**config.mk**
```make
export PLATFORM = sky130hd
export DESIGN_NAME = ust_core
export DESIGN_NICKNAME = d
export VERILOG_FILES = /design/src/ust_pkg.sv /design/src/ust_core.sv /design/src/ust_fifo.sv /design/src/ust_tick_div.sv
export SDC_FILE = /design/constraint.sdc
export NUM_CORES = 1
export LEC_CHECK = 0
export BUFFER_PORTS_ARGS = -buffer_cell sky130_fd_sc_hd__buf_4
export CORE_UTILIZATION = 65
export CTS_CLUSTER_SIZE = 40
export DETAILED_ROUTE_END_ITERATION = 8
export PLACE_DENSITY = 0.87
export SLEW_MARGIN = 20
export SYNTH_ARGS = -nofsm -noshare
export SYNTH_HDL_FRONTEND = slang
export SYNTH_SLANG_ARGS = --single-unit
```
**constraint.sdc**
```tcl
create_clock -name core_clk -period 4.5 [get_ports core_clk]
set_clock_uncertainty 0.2 [all_clocks]
set_input_delay 0.225 -clock core_clk [delete_from_list [all_inputs] [get_ports core_clk]]
set_output_delay 0.225 -clock core_clk [all_outputs]
set_load 0.02 [all_outputs]
```
**src/ust_pkg.sv**
```systemverilog
// shared constants, enums and carrier structs of the serial transceiver
package ust_pkg;

    // ****************************************
    // sizes
    // ****************************************
    localparam int UST_DATA_W = 9;
    localparam int UST_FIFO_DEPTH = 8;
    localparam int UST_LVL_W = 4;
    localparam int UST_DIV_W = 16;

    // ****************************************
    // timing in sample ticks, and the ready-to-send queue level
    // ****************************************
    localparam logic [4:0] UST_TICKS_ASYNC = 5'h10;
    localparam logic [4:0] UST_TICKS_SYNC = 5'h08;
    localparam logic [4:0] UST_IR_PULSE_TICKS = 5'h03;
    localparam logic [3:0] UST_RTS_OFF_LEVEL = 4'h7;

    // ****************************************
    // reset values
    // ****************************************
    localparam logic [8:0] UST_RST_SHIFT = 9'h000;
    localparam logic [4:0] UST_RST_TICK = 5'h00;
    localparam logic [7:0] UST_RST_CNT = 8'h00;

    typedef enum logic [1:0] {UST_WL_7, UST_WL_8, UST_WL_9} ust_wlen_t;
    typedef enum logic [2:0] {TX_IDLE, TX_START, TX_DATA, TX_PAR, TX_STOP} ust_tx_st_t;
    typedef enum logic [2:0] {RX_IDLE, RX_START, RX_DATA, RX_PAR, RX_STOP} ust_rx_st_t;

    typedef struct packed {
        logic sync_mode;
        ust_wlen_t wlen;
        logic parity_en;
        logic parity_odd;
        logic two_stop;
        logic msb_first;
        logic flow_en;
        logic irda_en;
        logic rs485_en;
        logic dma_en;
        logic [UST_DIV_W-1:0] baud_div;
        logic [UST_LVL_W-1:0] rx_thresh;
        logic [7:0] timeout_bits;
    } ust_cfg_t;

    typedef struct packed {
        logic parity_err;
        logic overrun_err;
        logic frame_err;
        logic break_det;
        logic rx_timeout;
        logic tx_busy;
        logic rx_busy;
        logic [UST_LVL_W-1:0] tx_level;
        logic [UST_LVL_W-1:0] rx_level;
    } ust_flags_t;

    typedef struct packed {
        logic line_status;
        logic tx_empty;
        logic rx_thresh;
        logic rx_timeout;
    } ust_irq_t;

endpackage

```
**src/ust_core.sv**
```systemverilog
// full-duplex serial transceiver: framing, queues, flow control, infrared and line driver
`timescale 1ns/1ns
module ust_core
    import ust_pkg::*;
(
    input wire logic core_clk,
    input wire logic rst,
    input wire ust_cfg_t cfg,
    input wire logic flags_clr,
    input wire logic tx_valid,
    output logic tx_ready,
    input wire logic [UST_DATA_W-1:0] tx_data,
    output logic rx_valid,
    input wire logic rx_ready,
    output logic [UST_DATA_W-1:0] rx_data,
    output ust_flags_t flags,
    output ust_irq_t irq,
    output logic tx_dma_req,
    output logic rx_dma_req,
    output logic txd,
    input wire logic rxd,
    output logic sck,
    output logic rts_n,
    input wire logic cts_n,
    output logic drv_en
);
    // ****************************************
    // state
    // ****************************************
    typedef struct packed {
        ust_tx_st_t tx_st;
        logic [4:0] tx_tick;
        logic [3:0] tx_bit;
        logic [8:0] tx_shift;
        logic tx_par;
        logic tx_stop2;
        logic tx_line;
        logic txd;
        logic sck;
        logic drv_en;
        ust_rx_st_t rx_st;
        logic [4:0] rx_tick;
        logic [3:0] rx_bit;
        logic [8:0] rx_shift;
        logic rx_par;
        logic rx_push;
        logic [8:0] rx_word;
        logic [4:0] ir_cnt;
        logic [4:0] bp_tick;
        logic [7:0] low_bits;
        logic [7:0] idle_bits;
        logic rts_n;
        logic parity_err;
        logic overrun_err;
        logic frame_err;
        logic break_det;
        logic rx_timeout;
    } ust_core_st_t;

    ust_core_st_t st_ff;
    ust_core_st_t nxt_st;

    logic tick;
    logic txf_valid;
    logic txf_pop;
    logic [UST_DATA_W-1:0] txf_data;
    logic [UST_LVL_W-1:0] txf_level;
    logic txf_in_ready;
    logic rxf_in_ready;
    logic [UST_LVL_W-1:0] rxf_level;

    logic [4:0] tpb;
    logic [4:0] half;
    logic [3:0] nbits;
    logic [3:0] frame_bits;
    logic line_in;
    logic bit_end_tx;
    logic bit_end_rx;
    logic bp_pulse;

    // puts the first-sent bit at position 0 for msb-first characters
    function automatic logic [8:0] ust_rev(input logic [8:0] d, input logic [3:0] n);
        logic [8:0] r;
        r = '0;
        for (int i = 0; i < 9; i++)
        begin
            if (i < int'(n))
                r[i] = d[int'(n) - 1 - i];
        end
        return r;
    endfunction

    // ****************************************
    // timing and queues
    // ****************************************
    ust_tick_div u_div
    (
        .core_clk(core_clk),
        .rst(rst),
        .div(cfg.baud_div),
        .tick(tick)
    );

    // shorter bit in synchronous mode: the clock out needs no oversampling
    assign tpb = cfg.sync_mode ? UST_TICKS_SYNC : UST_TICKS_ASYNC;
    assign half = tpb >> 1;
    assign nbits = (cfg.wlen == UST_WL_7) ? 4'h7 : (cfg.wlen == UST_WL_9) ? 4'h9 : 4'h8;
    assign frame_bits = 4'h1 + nbits + {3'h0, cfg.parity_en} + {3'h0, cfg.two_stop} + 4'h1;

    ust_fifo #(.W(UST_DATA_W), .D(UST_FIFO_DEPTH)) u_txf
    (
        .core_clk(core_clk),
        .rst(rst),
        .in_valid(tx_valid),
        .in_ready(txf_in_ready),
        .in_data(tx_data),
        .out_valid(txf_valid),
        .out_ready(txf_pop),
        .out_data(txf_data),
        .level(txf_level)
    );

    ust_fifo #(.W(UST_DATA_W), .D(UST_FIFO_DEPTH)) u_rxf
    (
        .core_clk(core_clk),
        .rst(rst),
        .in_valid(st_ff.rx_push),
        .in_ready(rxf_in_ready),
        .in_data(st_ff.rx_word),
        .out_valid(rx_valid),
        .out_ready(rx_ready),
        .out_data(rx_data),
        .level(rxf_level)
    );

    assign tx_ready = txf_in_ready;
    // pop only when the idle transmitter may start: flow control holds it off
    assign txf_pop = (st_ff.tx_st == TX_IDLE) && txf_valid && !(cfg.flow_en && cts_n);
    // infrared input: a high pulse stands for a zero bit, stretched over one bit
    assign line_in = cfg.irda_en ? (st_ff.ir_cnt == '0) : rxd;
    assign bit_end_tx = tick && (st_ff.tx_tick == tpb - 5'h01);
    assign bit_end_rx = tick && (st_ff.rx_tick == tpb - 5'h01);
    assign bp_pulse = tick && (st_ff.bp_tick == tpb - 5'h01);

    // ****************************************
    // next state
    // ****************************************
    always_comb
    begin
        nxt_st = st_ff;
        nxt_st.rx_push = 1'b0;

        // transmitter, independent of the receiver below
        if (txf_pop)
        begin
            nxt_st.tx_st = TX_START;
            nxt_st.tx_shift = cfg.msb_first ? ust_rev(txf_data, nbits) : txf_data;
            nxt_st.tx_tick = UST_RST_TICK;
            nxt_st.tx_par = cfg.parity_odd;
            nxt_st.tx_line = 1'b0;
        end
        else if (st_ff.tx_st != TX_IDLE && tick)
        begin
            nxt_st.tx_tick = bit_end_tx ? UST_RST_TICK : st_ff.tx_tick + 5'h01;
            if (bit_end_tx)
            begin
                case (st_ff.tx_st)
                    TX_START:
                    begin
                        nxt_st.tx_st = TX_DATA;
                        nxt_st.tx_bit = 4'h0;
                        nxt_st.tx_line = st_ff.tx_shift[0];
                        nxt_st.tx_par = st_ff.tx_par ^ st_ff.tx_shift[0];
                        nxt_st.tx_shift = st_ff.tx_shift >> 1;
                    end
                    TX_DATA:
                    begin
                        nxt_st.tx_bit = st_ff.tx_bit + 4'h1;
                        if (st_ff.tx_bit == nbits - 4'h1)
                        begin
                            nxt_st.tx_st = cfg.parity_en ? TX_PAR : TX_STOP;
                            nxt_st.tx_line = cfg.parity_en ? st_ff.tx_par : 1'b1;
                            nxt_st.tx_stop2 = cfg.two_stop;
                        end
                        else
                        begin
                            nxt_st.tx_line = st_ff.tx_shift[0];
                            nxt_st.tx_par = st_ff.tx_par ^ st_ff.tx_shift[0];
                            nxt_st.tx_shift = st_ff.tx_shift >> 1;
                        end
                    end
                    TX_PAR:
                    begin
                        nxt_st.tx_st = TX_STOP;
                        nxt_st.tx_line = 1'b1;
                    end
                    TX_STOP:
                    begin
                        if (st_ff.tx_stop2)
                            nxt_st.tx_stop2 = 1'b0;
                        else
                            nxt_st.tx_st = TX_IDLE;
                    end
                    default:
                        nxt_st.tx_st = TX_IDLE;
                endcase
            end
        end

        // pin drivers follow the next transmit state so they line up with it
        if (cfg.irda_en && nxt_st.tx_st != TX_IDLE)
            nxt_st.txd = !nxt_st.tx_line && (nxt_st.tx_tick < UST_IR_PULSE_TICKS);
        else if (cfg.irda_en)
            nxt_st.txd = 1'b0;
        else
            nxt_st.txd = (nxt_st.tx_st == TX_IDLE) ? 1'b1 : nxt_st.tx_line;
        // bit clock only over data bits, rising mid-bit where the data is stable
        nxt_st.sck = cfg.sync_mode && (nxt_st.tx_st == TX_DATA) && (nxt_st.tx_tick >= half);
        nxt_st.drv_en = cfg.rs485_en && (nxt_st.tx_st != TX_IDLE);

        // infrared pulse stretcher
        if (rxd)
            nxt_st.ir_cnt = tpb;
        else if (tick && st_ff.ir_cnt != '0)
            nxt_st.ir_cnt = st_ff.ir_cnt - 5'h01;

        // receiver
        case (st_ff.rx_st)
            RX_IDLE:
            begin
                if (!line_in)
                begin
                    nxt_st.rx_st = RX_START;
                    nxt_st.rx_tick = UST_RST_TICK;
                end
            end
            RX_START:
            begin
                if (tick)
                begin
                    nxt_st.rx_tick = st_ff.rx_tick + 5'h01;
                    // recheck at mid-bit so a glitch does not start a character
                    if (st_ff.rx_tick == half - 5'h01)
                    begin
                        nxt_st.rx_st = line_in ? RX_IDLE : RX_DATA;
                        nxt_st.rx_tick = UST_RST_TICK;
                        nxt_st.rx_bit = 4'h0;
                        nxt_st.rx_par = 1'b0;
                        nxt_st.rx_shift = UST_RST_SHIFT;
                    end
                end
            end
            RX_DATA:
            begin
                if (tick)
                    nxt_st.rx_tick = bit_end_rx ? UST_RST_TICK : st_ff.rx_tick + 5'h01;
                if (bit_end_rx)
                begin
                    nxt_st.rx_shift = {line_in, st_ff.rx_shift[8:1]};
                    nxt_st.rx_par = st_ff.rx_par ^ line_in;
                    nxt_st.rx_bit = st_ff.rx_bit + 4'h1;
                    if (st_ff.rx_bit == nbits - 4'h1)
                        nxt_st.rx_st = cfg.parity_en ? RX_PAR : RX_STOP;
                end
            end
            RX_PAR:
            begin
                if (tick)
                    nxt_st.rx_tick = bit_end_rx ? UST_RST_TICK : st_ff.rx_tick + 5'h01;
                if (bit_end_rx)
                begin
                    nxt_st.rx_st = RX_STOP;
                    if ((st_ff.rx_par ^ line_in) != cfg.parity_odd)
                        nxt_st.parity_err = 1'b1;
                end
            end
            RX_STOP:
            begin
                if (tick)
                    nxt_st.rx_tick = bit_end_rx ? UST_RST_TICK : st_ff.rx_tick + 5'h01;
                if (bit_end_rx)
                begin
                    nxt_st.rx_st = RX_IDLE;
                    nxt_st.idle_bits = UST_RST_CNT;
                    if (!line_in)
                        nxt_st.frame_err = 1'b1;
                    // one writer only, so the queue cannot fill before the push lands
                    if (rxf_in_ready)
                    begin
                        nxt_st.rx_push = 1'b1;
                        nxt_st.rx_word = st_ff.rx_shift >> (4'h9 - nbits);
                        if (cfg.msb_first)
                            nxt_st.rx_word = ust_rev(st_ff.rx_shift >> (4'h9 - nbits), nbits);
                    end
                    else
                    begin
                        nxt_st.overrun_err = 1'b1;
                    end
                end
            end
            default:
                nxt_st.rx_st = RX_IDLE;
        endcase

        // bit-period timebase for break and timeout
        if (tick)
            nxt_st.bp_tick = bp_pulse ? UST_RST_TICK : st_ff.bp_tick + 5'h01;
        if (line_in)
            nxt_st.low_bits = UST_RST_CNT;
        else if (bp_pulse && st_ff.low_bits != 8'hFF)
            nxt_st.low_bits = st_ff.low_bits + 8'h01;
        if (bp_pulse && st_ff.low_bits > {4'h0, frame_bits})
            nxt_st.break_det = 1'b1;
        if (!rx_valid)
            nxt_st.idle_bits = UST_RST_CNT;
        else if (bp_pulse && st_ff.rx_st == RX_IDLE && st_ff.idle_bits != 8'hFF)
            nxt_st.idle_bits = st_ff.idle_bits + 8'h01;
        if (flags_clr)
        begin
            nxt_st.parity_err = 1'b0;
            nxt_st.overrun_err = 1'b0;
            nxt_st.frame_err = 1'b0;
            nxt_st.break_det = 1'b0;
            nxt_st.rx_timeout = 1'b0;
        end
        // set after clear: an error in the clearing cycle is kept
        if (st_ff.rx_st == RX_PAR && bit_end_rx && (st_ff.rx_par ^ line_in) != cfg.parity_odd)
            nxt_st.parity_err = 1'b1;
        if (st_ff.rx_st == RX_STOP && bit_end_rx)
        begin
            if (!line_in)
                nxt_st.frame_err = 1'b1;
            if (!rxf_in_ready)
                nxt_st.overrun_err = 1'b1;
        end
        if (bp_pulse && st_ff.low_bits > {4'h0, frame_bits})
            nxt_st.break_det = 1'b1;
        if (rx_valid && cfg.timeout_bits != '0 && st_ff.idle_bits >= cfg.timeout_bits)
            nxt_st.rx_timeout = 1'b1;

        // leave one slot for a character already on the wire
        nxt_st.rts_n = cfg.flow_en && (rxf_level >= UST_RTS_OFF_LEVEL);
    end

    always_ff @(posedge core_clk)
    begin
        if (rst)
        begin
            st_ff <= '0;
            st_ff.txd <= 1'b1;
        end
        else
        begin
            st_ff <= nxt_st;
        end
    end

    // ****************************************
    // outputs
    // ****************************************
    assign txd = st_ff.txd;
    assign sck = st_ff.sck;
    assign drv_en = st_ff.drv_en;
    assign rts_n = st_ff.rts_n;

    always_comb
    begin
        flags.parity_err = st_ff.parity_err;
        flags.overrun_err = st_ff.overrun_err;
        flags.frame_err = st_ff.frame_err;
        flags.break_det = st_ff.break_det;
        flags.rx_timeout = st_ff.rx_timeout;
        flags.tx_busy = (st_ff.tx_st != TX_IDLE);
        flags.rx_busy = (st_ff.rx_st != RX_IDLE);
        flags.tx_level = txf_level;
        flags.rx_level = rxf_level;
        irq.line_status = st_ff.parity_err || st_ff.overrun_err || st_ff.frame_err
            || st_ff.break_det;
        irq.tx_empty = (txf_level == '0);
        irq.rx_thresh = (cfg.rx_thresh != '0) && (rxf_level >= cfg.rx_thresh);
        irq.rx_timeout = st_ff.rx_timeout;
    end

    assign tx_dma_req = cfg.dma_en && txf_in_ready;
    assign rx_dma_req = cfg.dma_en && rx_valid;
endmodule

```
**src/ust_fifo.sv**
```systemverilog
// first-in first-out queue with valid/ready on both sides
`timescale 1ns/1ns
module ust_fifo
    import ust_pkg::*;
#(
    parameter int W = UST_DATA_W,
    parameter int D = UST_FIFO_DEPTH
)
(
    input wire logic core_clk,
    input wire logic rst,
    input wire logic in_valid,
    output logic in_ready,
    input wire logic [W-1:0] in_data,
    output logic out_valid,
    input wire logic out_ready,
    output logic [W-1:0] out_data,
    output logic [$clog2(D):0] level
);
    localparam int AW = $clog2(D);

    typedef struct packed {
        logic [D-1:0][W-1:0] mem;
        logic [AW-1:0] wr;
        logic [AW-1:0] rd;
        logic [AW:0] cnt;
    } ust_fifo_st_t;

    ust_fifo_st_t st_ff;
    ust_fifo_st_t nxt_st;
    logic push;
    logic pop;

    assign in_ready = (st_ff.cnt != D[AW:0]);
    assign out_valid = (st_ff.cnt != '0);
    assign push = in_valid && in_ready;
    assign pop = out_valid && out_ready;

    always_comb
    begin
        nxt_st = st_ff;
        if (push)
        begin
            nxt_st.mem[st_ff.wr] = in_data;
            nxt_st.wr = (st_ff.wr == AW'(D - 1)) ? '0 : st_ff.wr + 1'b1;
        end
        if (pop)
            nxt_st.rd = (st_ff.rd == AW'(D - 1)) ? '0 : st_ff.rd + 1'b1;
        if (push && !pop)
            nxt_st.cnt = st_ff.cnt + 1'b1;
        else if (pop && !push)
            nxt_st.cnt = st_ff.cnt - 1'b1;
    end

    always_ff @(posedge core_clk)
    begin
        if (rst)
            st_ff <= '0;
        else
            st_ff <= nxt_st;
    end

    assign out_data = st_ff.mem[st_ff.rd];
    assign level = st_ff.cnt;
endmodule

```
**src/ust_tick_div.sv**
```systemverilog
// divider making the sample-tick enable from the bus clock
`timescale 1ns/1ns
module ust_tick_div
    import ust_pkg::*;
(
    input wire logic core_clk,
    input wire logic rst,
    input wire logic [UST_DIV_W-1:0] div,
    output logic tick
);
    typedef struct packed {
        logic [UST_DIV_W-1:0] cnt;
        logic tick;
    } ust_div_st_t;

    ust_div_st_t st_ff;
    ust_div_st_t nxt_st;

    // a divisor of zero gives one tick per clock, the fastest bit rate
    always_comb
    begin
        nxt_st = st_ff;
        nxt_st.tick = 1'b0;
        if (st_ff.cnt >= div)
        begin
            nxt_st.cnt = '0;
            nxt_st.tick = 1'b1;
        end
        else
        begin
            nxt_st.cnt = st_ff.cnt + 1'b1;
        end
    end

    always_ff @(posedge core_clk)
    begin
        if (rst)
            st_ff <= '0;
        else
            st_ff <= nxt_st;
    end

    assign tick = st_ff.tick;
endmodule
```
==> qor_table.md <==
| Parameter | Value |
|---|---|
| Antenna violations before repair | 0 |
| Number of synthesized register bits | 272 |
| Post-synth top cells | sky130_fd_sc_hd__nor2_1, sky130_fd_sc_hd__dfxtp_1, sky130_fd_sc_hd__mux2i_1 |
| Most frequent cell after synthesis | sky130_fd_sc_hd__nor2_1 |
| Slew @ Worst Pin | 1020 ps |
| Synth Instances | 1493 |
| Setup TNS | 0 ps |
| Top cells by area in the synthesized netlist | sky130_fd_sc_hd__dfxtp_1, sky130_fd_sc_hd__mux2i_1, sky130_fd_sc_hd__nor2_1 |
| Synth async-reset ratio | 0% |
| Path class of the lowest-slack min-delay path | in2reg |
| Status | finished, final reports clean |
| Number of buffers added by the clock tree synthesis step | 28 |
| Antenna Cells | 0 |
| Share of layout cells above drive strength 1 | 14.1% |
| Total power divided by cell area | 380 mW/mm² |
| Mean Syn Cell Area | 9.28 µm² |
| Number of clock sinks seen by CTS | 272 |
| Setup repair after global routing missed its margin | no |
| Synth area leader | sky130_fd_sc_hd__dfxtp_1 |
| Fmax | 0.300 GHz |
| Die ar. | 0.0219 mm² |
| Final Hold Fails | 0 |
| Most instantiated flip-flop cell in the synthesis netlist | sky130_fd_sc_hd__dfxtp_1 |
| Relative slew slack | 31.7% |
| Final Slew Violations | 0 |
| Number of inserted filler cells in the final layout | 1431 |
| Wire per inst | 17.3 µm |
| Number of cell instances on the worst register-to-register path | 12 |
| Warnings, synthesis | 0 |
| Count of instances resized after the clock tree is built | 0 |
| Kind of cell with the highest combined delay on the critical path | simple AND/OR/NAND/NOR gates |
| Clock slew seen by the registers of the worst setup and hold paths | 60 ps |
| Number of remaining DRC errors | 0 |
| # setup viols final | 0 |
| Kind of start point of the critical path | flip-flop |
| Critical path cell sequence | or3_1 -> a211oi_4 -> buf_4 -> inv_2 -> ha_1 -> inv_1 -> ha_1 -> a21o_1 -> a21oi_1 -> xnor2_1 -> or3_1 -> a21oi_1 |
| Critical Path AT | 3610 ps |
| Number of vias per cell after detailed routing | 6.02 |
| Post-Synthesis Net Count | 1609 |
| Initial Util | 66.1% |
| Share of Yosys cell area claimed by the top area cell type | 39.3% |
| Hold-critical path depth | 4 |
| Worst Hold End | st_ff[37] |
| Launch point of the worst reg-to-reg path | st_ff[89] |
| Number of synthesized flops with an enable pin | 0 |
| Post-route fraction of the period consumed by the critical path | 74.0% |
| Clock insertion delay at the later pin of the skew report | 560 ps |
| Number of nets with antenna violations after detailed routing | 0 |
| Wire length reported by the detailed router | 31.5 mm |
| Count of buffers inserted at the top-level ports | 90 |
| Beginning of the worst hold path | cfg[32] |
| Number of placement rows | 53 |
| Number of DRC violations after detailed-routing iteration 0 | 908 |
| TritonCTS clock tree | done |
| Post-synthesis to final-layout area growth | 13.0% |
| Overall via count from detail_route | 11000 |
| Portion of the post-synthesis area used by sequential elements | 39.3% |
| Total grt overflow | 0 |
| Floorplan die width | 148 µm |
| Largest buffer count on any clock path | 3 |
| Htree depth | 1 |
| Root Buffer Master | sky130_fd_sc_hd__clkbuf_16 |
| Critical path fanouts, max | 19 |
| Minimum hold slack | 24.9 ps |
| Critical path buffer and inverter count | 3 |
| Overall routing resource usage | 28.7% |
| Number of ports placed on the die boundary | 91 |
| Worst voltage drop across the vdd grid | 0.000301 V |
| Via count of the first global-routing pass | 10700 |
| Worst setup path category | reg2reg |
| Post-layout min period | 3330 ps |
| Largest net degree at the start of global routing | 178 |
| Core area | 0.0210 mm² |
| Die height | 148 µm |
| Count of distinct cell types in the synthesized netlist | 72 |
| Minimum setup slack among reg-to-reg paths | 1170 ps |
| Global-route wire length before repair | 51.6 mm |
| Total iterations of the first detailed-routing run | 6 |
| Slowest cell delay on critical path | 520 ps |
| Number of violations of the max-capacitance limit | 0 |
| Number of nets at the end of the flow | 1645 |
| Estimated wirelength of the detail-placed design | 20.2 mm |
| Worst EP required | 4780 ps |
| Static Leakage | 0.00668 µW |
| Routability congestion estimate from global placement | 0.879 |
| Highest-delay cell along the critical path | sky130_fd_sc_hd__or3_1 |
| Post-synth design cell area | 0.0139 mm² |
| Capture instance of the worst register-to-register path | u_txf.level[3] |
| Critical Path Sink Type | flip-flop |
-- state kept, by name, summed over array words and instances (netlist names) --
| name | count |
|---|---|
| drv_en | 1 |
| flags | 5 |
| rts_n | 1 |
| sck | 1 |
| st_ff | 82 |
| txd | 1 |
| u_div.st_ff | 16 |
| u_div.tick | 1 |
| u_rxf.level | 4 |
| u_rxf.st_ff | 78 |
| u_txf.level | 4 |
| u_txf.st_ff | 78 |
-- per-layer routing --
metal / global-route usage, % / wire length (µm) / up-vias
met2: 50.3 / 15800 / 323
met5: 0 / 0 / -
met1: 36.2 / 13500 / 5287
li1: - / - / 5329
met3: 3.70 / 1620 / 55
met4: 9.74 / 680 / 0
-- tightest hold or removal path, stage by stage --
cell	delay, ps
sky130_fd_sc_hd__buf_4	200
sky130_fd_sc_hd__nor2_1	130
sky130_fd_sc_hd__a211oi_1	50
sky130_fd_sc_hd__nor3_1	110
-- how the worst max path moves through the flow --
stage | from | to | slack (ps) | depth (start not counted)
6_report | st_ff[89] | u_txf.level[3] | 1170 | 12
5_1_grt | st_ff[89] | u_txf.level[3] | 970 | 12
4_1_cts | st_ff[90] | u_txf.level[3] | 1200 | 12
3_5_place_dp | st_ff[89] | u_txf.level[3] | 1210 | 12
3_3_place_gp | st_ff[90] | u_txf.level[3] | 1270 | 12
2_1_floorplan | u_txf.level[0] | u_txf.level[3] | 1040 | 12
-- per-stage QoR --
step | power [µW] | utilization, % | cell area, µm² | std cells | setup slack, ps
floorplan | 3400 | - | 13900 | 1493 | 1040
global route | 6190 | 74.7 | 15700 | 1826 | 965
detailed placement | 3640 | 69.0 | 14500 | 1749 | 1210
finish | 5950 | 74.7 | 15700 | 1826 | 1170
global placement | 3610 | 69.0 | 14500 | 1749 | 1270
CTS | 5970 | 74.7 | 15600 | 1826 | 1200
-- cell families after synthesis --
kind of cell | after synthesis | share of synthesized area (%)
buf+inv | 169 | 5.23
mux | 221 | 19.7
simple gates | 515 | 17.1
xor+xnor | 46 | 2.91
compound gates | 209 | 10.1
fa+ha+maj | 61 | 5.67
flops | 272 | 39.3
-- area by class of cell --
type / instances / area, µm² / area share [%]
Inverter: 49 / 184 / 1.18
Tap cell: 275 / 344 / 2.20
Multi-Input combinational cell: 1052 / 7710 / 49.3
Clock inverter: 13 / 150 / 0.959
Clock buffer: 39 / 792 / 5.06
Sequential cell: 272 / 5450 / 34.8
Timing Repair Buffer: 126 / 1020 / 6.55
-- power breakdown --
| part | leakage [µW] | switching [µW] | internal, µW |
|---|---|---|---|
| Sequential | 0.00220 | 125 | 2490 |
| Clock | 0.000464 | 969 | 1350 |
| Combinational | 0.00402 | 561 | 453 |
-- what timing repair did --
action,4_1_cts,5_1_grt
hold endpoints to repair,130,0
hold buffers,25,0
setup buffers,0,0
-- cells in the final DEF (no fill, tap or decap), types with 6 or more instances in the layout --
master / instances
sky130_fd_sc_hd__a211oi_1: 13
sky130_fd_sc_hd__a21o_1: 18
sky130_fd_sc_hd__a21oi_1: 65
sky130_fd_sc_hd__a221oi_1: 6
sky130_fd_sc_hd__a22oi_1: 17
sky130_fd_sc_hd__a31oi_1: 7
sky130_fd_sc_hd__and3_1: 12
sky130_fd_sc_hd__buf_4: 99
sky130_fd_sc_hd__clkbuf_1: 6
sky130_fd_sc_hd__clkbuf_16: 28
sky130_fd_sc_hd__clkinv_2: 7
sky130_fd_sc_hd__dfxtp_1: 272
sky130_fd_sc_hd__dlygate4sd3_1: 25
sky130_fd_sc_hd__ha_1: 58
sky130_fd_sc_hd__inv_1: 47
sky130_fd_sc_hd__mux2_2: 14
sky130_fd_sc_hd__mux2i_1: 167
sky130_fd_sc_hd__mux4_2: 40
sky130_fd_sc_hd__nand2_1: 64
sky130_fd_sc_hd__nand2b_1: 12
sky130_fd_sc_hd__nand3_1: 23
sky130_fd_sc_hd__nand3b_1: 9
sky130_fd_sc_hd__nand4_1: 14
sky130_fd_sc_hd__nor2_1: 275
sky130_fd_sc_hd__nor2b_1: 8
sky130_fd_sc_hd__nor3_1: 46
sky130_fd_sc_hd__nor3b_1: 7
sky130_fd_sc_hd__o21ai_0: 30
sky130_fd_sc_hd__or3_1: 10
sky130_fd_sc_hd__xnor2_1: 19
sky130_fd_sc_hd__xor2_1: 27
(Power assumes the default switching activity.)
